## config.mk

```make
export PLATFORM = sky130hd
export DESIGN_NAME = cbt_core
export DESIGN_NICKNAME = d
export VERILOG_FILES = /design/src/cbt_pkg.sv /design/src/cbt_alu_if.sv /design/src/cbt_alu.sv /design/src/cbt_core.sv
export SDC_FILE = /design/constraint.sdc
export NUM_CORES = 2
export LEC_CHECK = 0
export BUFFER_PORTS_ARGS = -buffer_cell sky130_fd_sc_hd__buf_2
export CAP_MARGIN = 10
export CORE_ASPECT_RATIO = 1.25
export CORE_MARGIN = 5
export CORE_UTILIZATION = 50
export DETAILED_ROUTE_END_ITERATION = 8
export PLACE_DENSITY = 0.7
export SETUP_SLACK_MARGIN = 0.15
export SYNTH_ARGS = -nofsm -noshare
export SYNTH_HDL_FRONTEND = slang
export SYNTH_SLANG_ARGS = --single-unit
```

## constraint.sdc

```tcl
create_clock -name hclk -period 5 [get_ports hclk]
set_input_delay 0 -clock hclk [delete_from_list [all_inputs] [get_ports hclk]]
set_output_delay 0 -clock hclk [all_outputs]
set_load 0.1 [all_outputs]
```

## src/cbt_pkg.sv

```systemverilog
// constants, opcodes and states shared by the bit/transfer/control core
// assumes a single 20 MHz system clock and an AHB-Lite register port
package cbt_pkg;
	// ---------------------------------------------------------------
	// register map, byte offsets on the bus
	// ---------------------------------------------------------------
	localparam logic [7:0] ADR_INSTR = 8'h00;
	localparam logic [7:0] ADR_OPERAND = 8'h04;
	localparam logic [7:0] ADR_FLAGS = 8'h08;
	localparam logic [7:0] ADR_STATUS = 8'h0c;
	localparam logic [7:0] ADR_SP = 8'h10;
	// working registers sit at 0x80 + 4*n
	localparam int GPR_SEL_BIT = 7;
	localparam int GPR_IDX_LSB = 2;
	localparam int HTRANS_ACT_BIT = 1;
	// ---------------------------------------------------------------
	// flags register bit positions
	// ---------------------------------------------------------------
	localparam int FL_C = 0;
	localparam int FL_Z = 1;
	localparam int FL_N = 2;
	localparam int FL_V = 3;
	localparam int FL_S = 4;
	localparam int FL_H = 5;
	localparam int FL_T = 6;
	localparam int FL_I = 7;
	localparam logic [7:0] FLAGS_RST = 8'h00;
	// ---------------------------------------------------------------
	// instruction word fields
	// ---------------------------------------------------------------
	localparam int OP_W = 5;
	localparam int INSTR_W = 28;
	localparam int F_OP_LSB = 0;
	localparam int F_RD_LSB = 8;
	localparam int F_RR_LSB = 16;
	localparam int F_BIT_LSB = 21;
	localparam int F_PTR_LSB = 24;
	localparam int F_MODE_LSB = 26;
	localparam int Q_W = 6;
	localparam logic [4:0] PTR_X_LO = 5'h1a;
	localparam logic [1:0] PTR_Z_SEL = 2'h2;
	localparam logic [1:0] AM_PLAIN = 2'h0;
	localparam logic [1:0] AM_POSTINC = 2'h1;
	localparam logic [1:0] AM_PREDEC = 2'h2;
	localparam int PMR_INC_BIT = 0;
	localparam int PMR_R0_BIT = 1;
	localparam logic [4:0] R0_IDX = 5'h00;
	localparam logic [15:0] PTR_STEP = 16'h0001;
	localparam logic [15:0] SP_RST_DEF = 16'h01ff;
	// ---------------------------------------------------------------
	// opcodes and sequencer states
	// ---------------------------------------------------------------
	typedef enum logic [4:0] {
		OP_NOP = 5'h00, OP_SSHR = 5'h01, OP_SWAP = 5'h02,
		OP_FSET = 5'h03, OP_FCLR = 5'h04, OP_B2T = 5'h05,
		OP_T2B = 5'h06, OP_CPY = 5'h07, OP_CPYW = 5'h08,
		OP_IRD = 5'h09, OP_DRD = 5'h0a, OP_IWR = 5'h0b,
		OP_DWR = 5'h0c, OP_ARD = 5'h0d, OP_AWR = 5'h0e,
		OP_PMR = 5'h0f, OP_PUSH = 5'h10, OP_POP = 5'h11,
		OP_SLEEP = 5'h12, OP_WDOG = 5'h13, OP_BREAK = 5'h14
	} cbt_op_t;
	typedef enum logic [1:0] {
		S_IDLE = 2'b00, S_ISSUE = 2'b01,
		S_ACCESS = 2'b10, S_FETCH = 2'b11
	} cbt_state_t;
endpackage

```

## src/cbt_alu_if.sv

```systemverilog
// operand and result bundle between the sequencer and the bit unit
// assumes both ends sit in the same clock domain
`timescale 1ns/1ps
`default_nettype none
interface cbt_alu_if;
	import cbt_pkg::*;
	cbt_op_t op; // operation being issued
	logic [7:0] dst; // destination register value
	logic [7:0] src; // source register value
	logic [2:0] bsel; // bit or flag index
	logic [7:0] flags_in; // current flags
	logic [7:0] result; // new destination value
	logic [7:0] flags_out; // new flags
	modport core (output op, dst, src, bsel, flags_in,
		input result, flags_out);
	modport alu (input op, dst, src, bsel, flags_in,
		output result, flags_out);
endinterface
`default_nettype wire

```

## src/cbt_alu.sv

```systemverilog
// single-cycle bit, flag and register-move unit, purely combinational
// assumes the caller registers result and flags on the issue edge
`timescale 1ns/1ps
`default_nettype none
module cbt_alu (
	cbt_alu_if.alu alu
);
	import cbt_pkg::*;

	// ---------------------------------------------------------------
	// operation decode
	// ---------------------------------------------------------------
	// defaults pass everything through so unlisted ops touch nothing
	always_comb begin
		alu.result = alu.dst;
		alu.flags_out = alu.flags_in;
		case (alu.op)
			OP_SSHR: begin
				// bit 7 is kept, old bit 0 leaves into carry
				alu.result = {alu.dst[7], alu.dst[7:1]}; // RQ20
				alu.flags_out[FL_C] = alu.dst[0];
				alu.flags_out[FL_Z] = (alu.dst[7:1] == 7'h00) &&
					!alu.dst[7];
				alu.flags_out[FL_N] = alu.dst[7];
				// overflow is negative xor carry after the shift
				alu.flags_out[FL_V] = alu.dst[7] ^ alu.dst[0];
			end
			OP_SWAP: begin
				alu.result = {alu.dst[3:0], alu.dst[7:4]}; // RQ21
			end
			OP_FSET: begin
				// one generic path serves overflow, sign, half carry
				alu.flags_out[alu.bsel] = 1'b1; // RQ3 RQ4 RQ5 RQ23
			end
			OP_FCLR: begin
				alu.flags_out[alu.bsel] = 1'b0; // RQ3 RQ4 RQ5 RQ23
			end
			OP_B2T: begin
				alu.flags_out[FL_T] = alu.src[alu.bsel]; // RQ1
			end
			OP_T2B: begin
				alu.result[alu.bsel] = alu.flags_in[FL_T]; // RQ2
			end
			OP_CPY: begin
				alu.result = alu.src; // RQ22
			end
			default: begin
			end
		endcase
	end
endmodule
`default_nettype wire

```

## src/cbt_core.sv

```systemverilog
// bit, transfer and control execution core with AHB-Lite register port
// assumes an async-read data memory and a one-cycle program memory,
// both on hclk; software writes an instruction word to launch it
//
// Function
// [RQ1] bit-to-flag copies register bit into T
// [RQ2] flag-to-bit writes T into register bit
// [RQ3] overflow flag set/clear, one cycle
// [RQ4] signed test flag set/clear, one cycle
// [RQ5] half carry set/clear, one cycle
// [RQ6] indirect read then pointer increment, two cycles
// [RQ7] pointer decrement then indirect read, two cycles
// [RQ8] displaced read, pointer unchanged, two cycles
// [RQ9] indirect write then pointer increment
// [RQ10] pointer decrement then indirect write
// [RQ11] displaced write, pointer unchanged
// [RQ12] direct read from operand address, two cycles
// [RQ13] direct write to operand address, two cycles
// [RQ14] program-memory read via Z, three cycles
// [RQ15] stack save in two cycles, flags kept
// [RQ16] stack restore in two cycles, flags kept
// [RQ17] sleep issues in one cycle to power logic
// [RQ18] watchdog restart pulse in one cycle
// [RQ19] debug break only signals debug logic
// [RQ20] signed right shift keeps bit seven
// [RQ21] nibble exchange, no flag change
// [RQ22] register and register-pair copy, one cycle
// [RQ23] global interrupt enable set/clear, one cycle
`timescale 1ns/1ps
`default_nettype none
module cbt_core #(
	parameter logic [15:0] SP_RST = cbt_pkg::SP_RST_DEF
) (
	input wire logic hclk,
	input wire logic hresetn,
	input wire logic hsel,
	input wire logic [31:0] haddr,
	input wire logic [1:0] htrans,
	input wire logic hwrite,
	input wire logic [2:0] hsize,
	input wire logic [31:0] hwdata,
	input wire logic hready,
	output logic hreadyout,
	output logic hresp,
	output logic [31:0] hrdata,
	output logic [15:0] dm_addr,
	output logic [7:0] dm_wdata,
	output logic dm_we,
	output logic dm_re,
	input wire logic [7:0] dm_rdata,
	output logic [15:0] pm_addr,
	output logic pm_re,
	input wire logic [7:0] pm_rdata,
	output logic sleep_req,
	output logic wdt_restart,
	output logic debug_break
);
	import cbt_pkg::*;

	// ---------------------------------------------------------------
	// state
	// ---------------------------------------------------------------
	logic [7:0] gpr [32]; // working registers
	logic [7:0] flags_reg; // flags register
	logic [15:0] sp_reg; // stack pointer
	logic [INSTR_W-1:0] instr_reg; // launched instruction word
	logic [15:0] operand_reg; // address or displacement operand
	cbt_state_t state_reg; // sequencer
	logic wr_pend_reg; // bus write in data phase
	logic [7:0] wr_addr_reg; // its address
	logic [31:0] hrdata_reg;
	logic hreadyout_reg;
	logic [15:0] dm_addr_reg;
	logic [7:0] dm_wdata_reg;
	logic dm_we_reg;
	logic dm_re_reg;
	logic [15:0] pm_addr_reg;
	logic pm_re_reg;
	logic sleep_reg;
	logic wdt_reg;
	logic brk_reg;

	// ---------------------------------------------------------------
	// instruction fields and derived values
	// ---------------------------------------------------------------
	cbt_op_t op;
	logic [4:0] rd, rr, ptr_idx;
	logic [2:0] bsel;
	logic [1:0] psel, mode;
	logic [15:0] ptr, ptr_next, eff_addr, q_ext;
	logic is_dread, is_dwrite, is_flagop, busy;
	logic issue, start, acc, bus_wr_ok;
	logic [31:0] rd_mux;
	logic we0; // byte write-back
	logic [4:0] wa0;
	logic [7:0] wd0;
	logic pw_we; // register-pair write-back
	logic [4:0] pw_idx;
	logic [15:0] pw_data;

	assign op = cbt_op_t'(instr_reg[F_OP_LSB +: OP_W]);
	assign rd = instr_reg[F_RD_LSB +: 5];
	assign rr = instr_reg[F_RR_LSB +: 5];
	assign bsel = instr_reg[F_BIT_LSB +: 3];
	assign mode = instr_reg[F_MODE_LSB +: 2];
	// program-memory reads always go through Z
	assign psel = (op == OP_PMR) ? PTR_Z_SEL : instr_reg[F_PTR_LSB +: 2];
	assign ptr_idx = PTR_X_LO + {2'b00, psel, 1'b0};
	assign ptr = {gpr[{ptr_idx[4:1], 1'b1}], gpr[ptr_idx]};
	assign q_ext = 16'(operand_reg[Q_W-1:0]);
	assign busy = (state_reg != S_IDLE);
	assign issue = (state_reg == S_ISSUE);
	assign is_dread = (op == OP_IRD) || (op == OP_DRD) ||
		(op == OP_ARD) || (op == OP_POP);
	assign is_dwrite = (op == OP_IWR) || (op == OP_DWR) ||
		(op == OP_AWR) || (op == OP_PUSH);
	assign is_flagop = (op == OP_SSHR) || (op == OP_FSET) ||
		(op == OP_FCLR) || (op == OP_B2T);

	// pre-decrement steps down, every other update steps up
	assign ptr_next = (op != OP_PMR && mode == AM_PREDEC) ?
		ptr - PTR_STEP : ptr + PTR_STEP;

	// ---------------------------------------------------------------
	// bit unit
	// ---------------------------------------------------------------
	cbt_alu_if alu_if ();
	assign alu_if.op = op;
	assign alu_if.dst = gpr[rd];
	assign alu_if.src = gpr[rr];
	assign alu_if.bsel = bsel;
	assign alu_if.flags_in = flags_reg;
	cbt_alu cbt_alu_i (
		.alu(alu_if.alu)
	);

	// ---------------------------------------------------------------
	// data address generation
	// ---------------------------------------------------------------
	always_comb begin
		eff_addr = ptr;
		case (op)
			OP_IRD, OP_IWR: begin
				// decrement comes before the access
				if (mode == AM_PREDEC)
					eff_addr = ptr - PTR_STEP; // RQ7 RQ10
			end
			OP_DRD, OP_DWR: eff_addr = ptr + q_ext; // RQ8 RQ11
			OP_ARD, OP_AWR: eff_addr = operand_reg; // RQ12 RQ13
			OP_PUSH: eff_addr = sp_reg; // RQ15
			OP_POP: eff_addr = sp_reg + PTR_STEP; // RQ16
			default: begin
			end
		endcase
	end

	// ---------------------------------------------------------------
	// register write-back selection
	// ---------------------------------------------------------------
	always_comb begin
		we0 = 1'b0;
		wa0 = rd;
		wd0 = alu_if.result;
		pw_we = 1'b0;
		pw_idx = ptr_idx;
		pw_data = ptr_next;
		case (state_reg)
			S_ISSUE: begin
				case (op)
					OP_SSHR, OP_SWAP, OP_T2B, OP_CPY: we0 = 1'b1; // RQ2
					OP_CPYW: begin
						// pairs are even aligned, low byte at even index
						pw_we = 1'b1; // RQ22
						pw_idx = {rd[4:1], 1'b0};
						pw_data = {gpr[{rr[4:1], 1'b1}],
							gpr[{rr[4:1], 1'b0}]};
					end
					OP_IRD, OP_IWR: pw_we = (mode != AM_PLAIN); // RQ6 RQ9
					OP_PMR: pw_we = mode[PMR_INC_BIT]; // RQ14
					default: begin
					end
				endcase
			end
			S_ACCESS: begin
				// async data memory answers while the address stands
				we0 = is_dread; // RQ6 RQ12 RQ16
				wd0 = dm_rdata;
			end
			S_FETCH: begin
				we0 = 1'b1; // RQ14
				wa0 = mode[PMR_R0_BIT] ? R0_IDX : rd;
				wd0 = pm_rdata;
			end
			default: begin
			end
		endcase
	end

	// ---------------------------------------------------------------
	// AHB-Lite slave: address phase capture, zero wait states
	// ---------------------------------------------------------------
	assign acc = hsel && htrans[HTRANS_ACT_BIT] && hready;
	assign bus_wr_ok = wr_pend_reg && !busy;
	assign start = bus_wr_ok && (wr_addr_reg == ADR_INSTR);

	// read data is chosen in the address phase; a read right behind a
	// write to the same word therefore still sees the old value
	always_comb begin
		rd_mux = 32'h0000_0000;
		if (haddr[GPR_SEL_BIT]) begin
			rd_mux = {24'h00_0000, gpr[haddr[GPR_IDX_LSB +: 5]]};
		end else begin
			case (haddr[7:0])
				ADR_INSTR: rd_mux = 32'(instr_reg);
				ADR_OPERAND: rd_mux = {16'h0000, operand_reg};
				ADR_FLAGS: rd_mux = {24'h00_0000, flags_reg};
				ADR_STATUS: rd_mux = {29'h0000_0000, state_reg, busy};
				ADR_SP: rd_mux = {16'h0000, sp_reg};
				default: rd_mux = 32'h0000_0000;
			endcase
		end
	end

	// bus handshake registers; hsize is ignored, only words are used
	always_ff @(posedge hclk or negedge hresetn) begin
		if (!hresetn) begin
			wr_pend_reg <= 1'b0;
			wr_addr_reg <= 8'h00;
			hrdata_reg <= 32'h0000_0000;
			hreadyout_reg <= 1'b1;
		end else begin
			wr_pend_reg <= acc && hwrite;
			hreadyout_reg <= 1'b1;
			if (acc)
				wr_addr_reg <= haddr[7:0];
			if (acc && !hwrite)
				hrdata_reg <= rd_mux;
		end
	end

	// ---------------------------------------------------------------
	// instruction and operand registers
	// ---------------------------------------------------------------
	// writes while busy are dropped so a running op keeps its word
	always_ff @(posedge hclk or negedge hresetn) begin
		if (!hresetn) begin
			instr_reg <= '0;
			operand_reg <= 16'h0000;
		end else begin
			if (start)
				instr_reg <= hwdata[INSTR_W-1:0];
			if (bus_wr_ok && wr_addr_reg == ADR_OPERAND)
				operand_reg <= hwdata[15:0];
		end
	end

	// ---------------------------------------------------------------
	// sequencer: one edge for register ops, two for data memory,
	// three for program memory
	// ---------------------------------------------------------------
	always_ff @(posedge hclk or negedge hresetn) begin
		if (!hresetn) begin
			state_reg <= S_IDLE;
		end else begin
			case (state_reg)
				S_IDLE: if (start) state_reg <= S_ISSUE;
				S_ISSUE: begin
					if (is_dread || is_dwrite || op == OP_PMR)
						state_reg <= S_ACCESS;
					else
						state_reg <= S_IDLE; // RQ1 RQ17 RQ21
				end
				S_ACCESS: begin
					if (op == OP_PMR)
						state_reg <= S_FETCH; // RQ14
					else
						state_reg <= S_IDLE; // RQ12 RQ13
				end
				S_FETCH: state_reg <= S_IDLE;
				default: state_reg <= S_IDLE;
			endcase
		end
	end

	// ---------------------------------------------------------------
	// working registers
	// ---------------------------------------------------------------
	// bus writes only land while idle, so they never race execution
	always_ff @(posedge hclk or negedge hresetn) begin
		if (!hresetn) begin
			for (int i = 0; i < 32; i++)
				gpr[i] <= 8'h00;
		end else begin
			if (bus_wr_ok && wr_addr_reg[GPR_SEL_BIT])
				gpr[wr_addr_reg[GPR_IDX_LSB +: 5]] <= hwdata[7:0];
			if (we0)
				gpr[wa0] <= wd0;
			if (pw_we) begin
				gpr[pw_idx] <= pw_data[7:0]; // RQ6 RQ7 RQ9 RQ10
				gpr[{pw_idx[4:1], 1'b1}] <= pw_data[15:8];
			end
		end
	end

	// ---------------------------------------------------------------
	// flags register and stack pointer
	// ---------------------------------------------------------------
	// only bus writes and flag ops load flags; transfers and control leave them
	always_ff @(posedge hclk or negedge hresetn) begin
		if (!hresetn)
			flags_reg <= FLAGS_RST;
		else if (bus_wr_ok && wr_addr_reg == ADR_FLAGS)
			flags_reg <= hwdata[7:0];
		else if (issue && is_flagop)
			flags_reg <= alu_if.flags_out; // RQ1 RQ3 RQ4 RQ5 RQ23
	end

	// save writes at sp then steps down; restore steps up first
	always_ff @(posedge hclk or negedge hresetn) begin
		if (!hresetn)
			sp_reg <= SP_RST;
		else if (bus_wr_ok && wr_addr_reg == ADR_SP)
			sp_reg <= hwdata[15:0];
		else if (issue && op == OP_PUSH)
			sp_reg <= sp_reg - PTR_STEP; // RQ15
		else if (issue && op == OP_POP)
			sp_reg <= sp_reg + PTR_STEP; // RQ16
	end

	// ---------------------------------------------------------------
	// memory strobes, held for the one access cycle
	// ---------------------------------------------------------------
	always_ff @(posedge hclk or negedge hresetn) begin
		if (!hresetn) begin
			dm_addr_reg <= 16'h0000;
			dm_wdata_reg <= 8'h00;
			dm_we_reg <= 1'b0;
			dm_re_reg <= 1'b0;
			pm_addr_reg <= 16'h0000;
			pm_re_reg <= 1'b0;
		end else begin
			dm_we_reg <= issue && is_dwrite; // RQ9 RQ11 RQ13 RQ15
			dm_re_reg <= issue && is_dread;
			pm_re_reg <= issue && (op == OP_PMR);
			if (issue) begin
				dm_addr_reg <= eff_addr;
				dm_wdata_reg <= gpr[rr];
				pm_addr_reg <= ptr; // RQ14
			end
		end
	end

	// ---------------------------------------------------------------
	// control pulses to power, watchdog and debug logic
	// ---------------------------------------------------------------
	always_ff @(posedge hclk or negedge hresetn) begin
		if (!hresetn) begin
			sleep_reg <= 1'b0;
			wdt_reg <= 1'b0;
			brk_reg <= 1'b0;
		end else begin
			sleep_reg <= issue && (op == OP_SLEEP); // RQ17
			wdt_reg <= issue && (op == OP_WDOG); // RQ18
			// break carries no cycle promise; debug logic owns it
			brk_reg <= issue && (op == OP_BREAK); // RQ19
		end
	end

	assign hreadyout = hreadyout_reg;
	assign hresp = 1'b0;
	assign hrdata = hrdata_reg;
	assign dm_addr = dm_addr_reg;
	assign dm_wdata = dm_wdata_reg;
	assign dm_we = dm_we_reg;
	assign dm_re = dm_re_reg;
	assign pm_addr = pm_addr_reg;
	assign pm_re = pm_re_reg;
	assign sleep_req = sleep_reg;
	assign wdt_restart = wdt_reg;
	assign debug_break = brk_reg;

	logic src_bit; // bit picked by bit-to-flag
	logic [7:0] bit_mask;
	assign src_bit = gpr[rr][bsel];
	assign bit_mask = 8'h01 << bsel;
endmodule
`default_nettype wire

```

==> metrics.md <==
| Metric | Value |
|---|---|
| Post-route ant nets | 0 |
| Slowest CP cell | mux4_1 |
| Avg Vias per Cell | 7.508 |
| Initial antenna violation count | 10 |
| Max clock buf depth | 3 |
| Critical path startpoint category | flop |
| Cells after synthesis | 3467 |
| DR WL met3 | 19850 um |
| GPL Wtd Cong | 1.088 |
| Netlist cell types | 93 |
| Synth top area share | 29.79% |
| FMAX | 216.6 MHz |
| Root Buffer Master | clkbuf_16 |
| Max stage delay on crit path | 0.62 ns |
| Post-DP HPWL | 114800 um |
| WL per Instance | 36.27 um |
| Leading cell types by count after synthesis | o21ai_0, dfrtp_1, nand2_1 |
| Die area | 72530 um2 |
| Worst-path maximum fanout | 12 |
| Largest register FFs | 256 |
| WL met2 | 68440 um |
| I/O Buffers | 131 |
| Synth area leaders | dfrtp_1, mux4_2, mux2i_1 |
| Critical path startpoint | instr_reg[0]$_DFFE_PN0P_ |
| Peak VDD IR | 0.2533 mV |
| CTS Buf Count | 47 |
| Most frequent cell after synthesis | o21ai_0 |
| Area grow syn2layout | 11.21% |
| Met1 Wirelength | 51900 um |
| H-tree levels | 2 |
| Worst-Margin Slew | 1.209 ns |
| CP required | 5.52 ns |
| Initial Utilization | 50.37% |
| Worst Hold Class | input pin to asynchronous set/reset pin |
| Maxcap violations | 0 |
| First DRT Iteration DRCs | 5849 |
| PwrDens | 312.4 nW/um2 |
| Final hold vios | 0 |
| Post-synth top flop | dfrtp_1 |
| Final setup vio count | 0 |
| Die height | 299.8 um |
| Dpl cell area | 35330 um2 |
| Core ar. | 66710 um2 |
| CTS Sinks | 409 |
| Yosys top cell by area | dfrtp_1 |
| Synth Cell Area | 33600 um2 |
| Gr ovfl total | 0 |
| Post-synth EDFFs | 0 |
| Static leakage | 13.98 nW |
| Rows | 106 |
| Final Critical Period | 4.618 ns |
| Crit path capture type | flop |
| Die width | 241.9 um |
| Clock transition at path regs | 0.06 ns |
| GRT Total Usage | 42.76% |
| CTS tree | built |
| CP arrival | 5.13 ns |
| Max-slew violations | 0 |
| Slew margin rel. | 18.55% |
| Outcome | complete, no violations |
| Avg Cell Area, Syn | 9.692 um2 |
| Total chip power | 11.67 mW |
| Layout Nets | 3598 |
| DRT Pass-1 Iters | 9 |
| DRT Wirelength | 159700 um |
| Fraction of registers with async set/reset | 100.0% |
| Setup TNS | 0 ns |
| Synth warnings | 0 |
| Fill count | 5915 |
| Highest routed metal layer | met5 |
| WS Path Type | flop to flop |
| DRC viols | 0 |
| Clk Latency, worst-skew pair | 0.66 ns |
| Fin Clk Skew | 0.03942 ns |
| RR Startpoint | instr_reg[0]$_DFFE_PN0P_ |
| IO Pins | 170 |
| Post-synthesis sequential area ratio | 30.49% |
| Critical-path cell list | nand2_2 -> nor2_1 -> or2_2 -> ha_2 -> buf_12 -> buf_6 -> buf_4 -> mux4_1 -> mux2i_4 -> inv_2 -> ha_1 -> nand2_1 -> a21o_1 -> a211oi_1 -> buf_4 -> nand2_1 -> nor3_1 -> nor3_1 -> a211o_1 -> a22o_1 |
| Synth Register Bits | 409 |
| Final instance area | 37370 um2 |
| First-pass GRT wire length | 229600 um |
| Fin crit share | 92.35% |
| Largest net degree at the start of global routing | 128 |
| Layout cell share with drive strength beyond 1 | 23.92% |
| RSZ-0062 raised after global routing | false |
| Vias in the first global route | 31544 |
| Vias | 33057 |
[power breakdown]
group	internal (mW)	leakage [nW]	switching, mW	total, mW
Sequential	3.56	4.24	0.494	4.06
Clock	2.32	0.850	1.66	3.97
Combinational	1.27	8.89	2.38	3.64
[stage by stage]
step	util [%]	hold WS (ns)	cells	setup slack [ns]
after detailed placement	52.96	0.1194	4283	0.1023
after floorplan	-	-0.2956	3471	0.2333
final	56.02	0.04399	4403	0.3823
after global placement	52.96	0.1171	4283	0.1831
after global routing	56.01	0.05774	4400	0.1543
after CTS	55.90	0.03848	4394	0.2397
[path summary, 6_finish.rpt]
kind	slack, ns	cells past startpoint	to
worst min-delay path	0.04	2	hrdata[9]$_DFFE_PN0P_
worst max-delay path	0.38	20	dm_addr[14]$_DFFE_PN0P_
max in group asynchronous	3.61	3	gpr[141]$_DFF_PN0_
min in group hclk	0.05	3	wr_pend_reg$_DFF_PN0_
worst min register to register	0.47	2	dm_addr[1]$_DFFE_PN0P_
worst max register to register	0.38	20	dm_addr[14]$_DFFE_PN0P_
[metal layers]
layer  global-route usage, %  vias to the layer above
met4                   37.81                        6
met3                   12.62                      842
met2                   64.60                     2880
met1                   49.51                    15931
li1                        -                    13398
met5                       0                        -
[worst max-delay path, delay by kind of cell, from the launching register on]
kind	cells	cell delay (ns)
simple gates	7	0.90
buf+inv	5	0.88
mux	2	0.86
compound gates	4	0.76
fa+ha+maj	2	0.70
flops	1	0.39
[layout make-up]
| cell class | instances | area (um2) | share of cell area, % |
|---|---|---|---|
| inverter | 28 | 105.1 | 0.2812 |
| timing repair buffer | 328 | 2316 | 6.197 |
| multi-input combinational | 2682 | 21870 | 58.53 |
| clock inverter | 23 | 364.1 | 0.9743 |
| clock buffer | 63 | 1346 | 3.603 |
| tap | 864 | 1081 | 2.893 |
| antenna | 6 | 15.01 | 0.04018 |
| sequential | 409 | 10270 | 27.48 |
[placed cells by master, fill, tap and decap left out, types with 15 or more instances in the layout]
| master | instances |
|---|---|
| buf_4 | 165 |
| nand3_1 | 148 |
| inv_1 | 23 |
| o22ai_1 | 33 |
| a21oi_1 | 148 |
| dlygate4sd3_1 | 25 |
| and2_1 | 17 |
| dfrtp_1 | 392 |
| o211ai_1 | 118 |
| nor3b_1 | 17 |
| clkbuf_16 | 47 |
| o221ai_1 | 21 |
| a22o_1 | 27 |
| xnor2_1 | 21 |
| nor2_1 | 144 |
| or3_1 | 16 |
| nand2b_1 | 25 |
| a222oi_1 | 17 |
| o21ai_1 | 15 |
| o21ai_0 | 479 |
| nor2b_1 | 17 |
| buf_2 | 128 |
| nor3_1 | 47 |
| mux4_2 | 285 |
| mux2i_1 | 286 |
| nand2_1 | 389 |
| mux2_2 | 94 |
| a221o_1 | 23 |
| xor2_1 | 20 |
[timing repair]
action,4_1_cts,5_1_grt
pin swaps,0,2
buffers inserted,0,2
endpoints found under the hold margin,146,0
endpoints found under the setup margin,8,42
gates resized for setup,1,10
hold buffers,25,0
[logic make-up after synthesis]
group / Yosys count / synth area share, %
AOI/OAI and AO/OA: 1031 / 18.97
xor gates and xnor gates: 42 / 1.095
adders and majority gates: 12 / 0.4691
buffers and inverters: 380 / 4.863
DFF: 409 / 30.49
muxes: 675 / 31.40
other: 2 / 0.02235
and+or+nand+nor: 916 / 12.68
(Power assumes the default switching activity.)
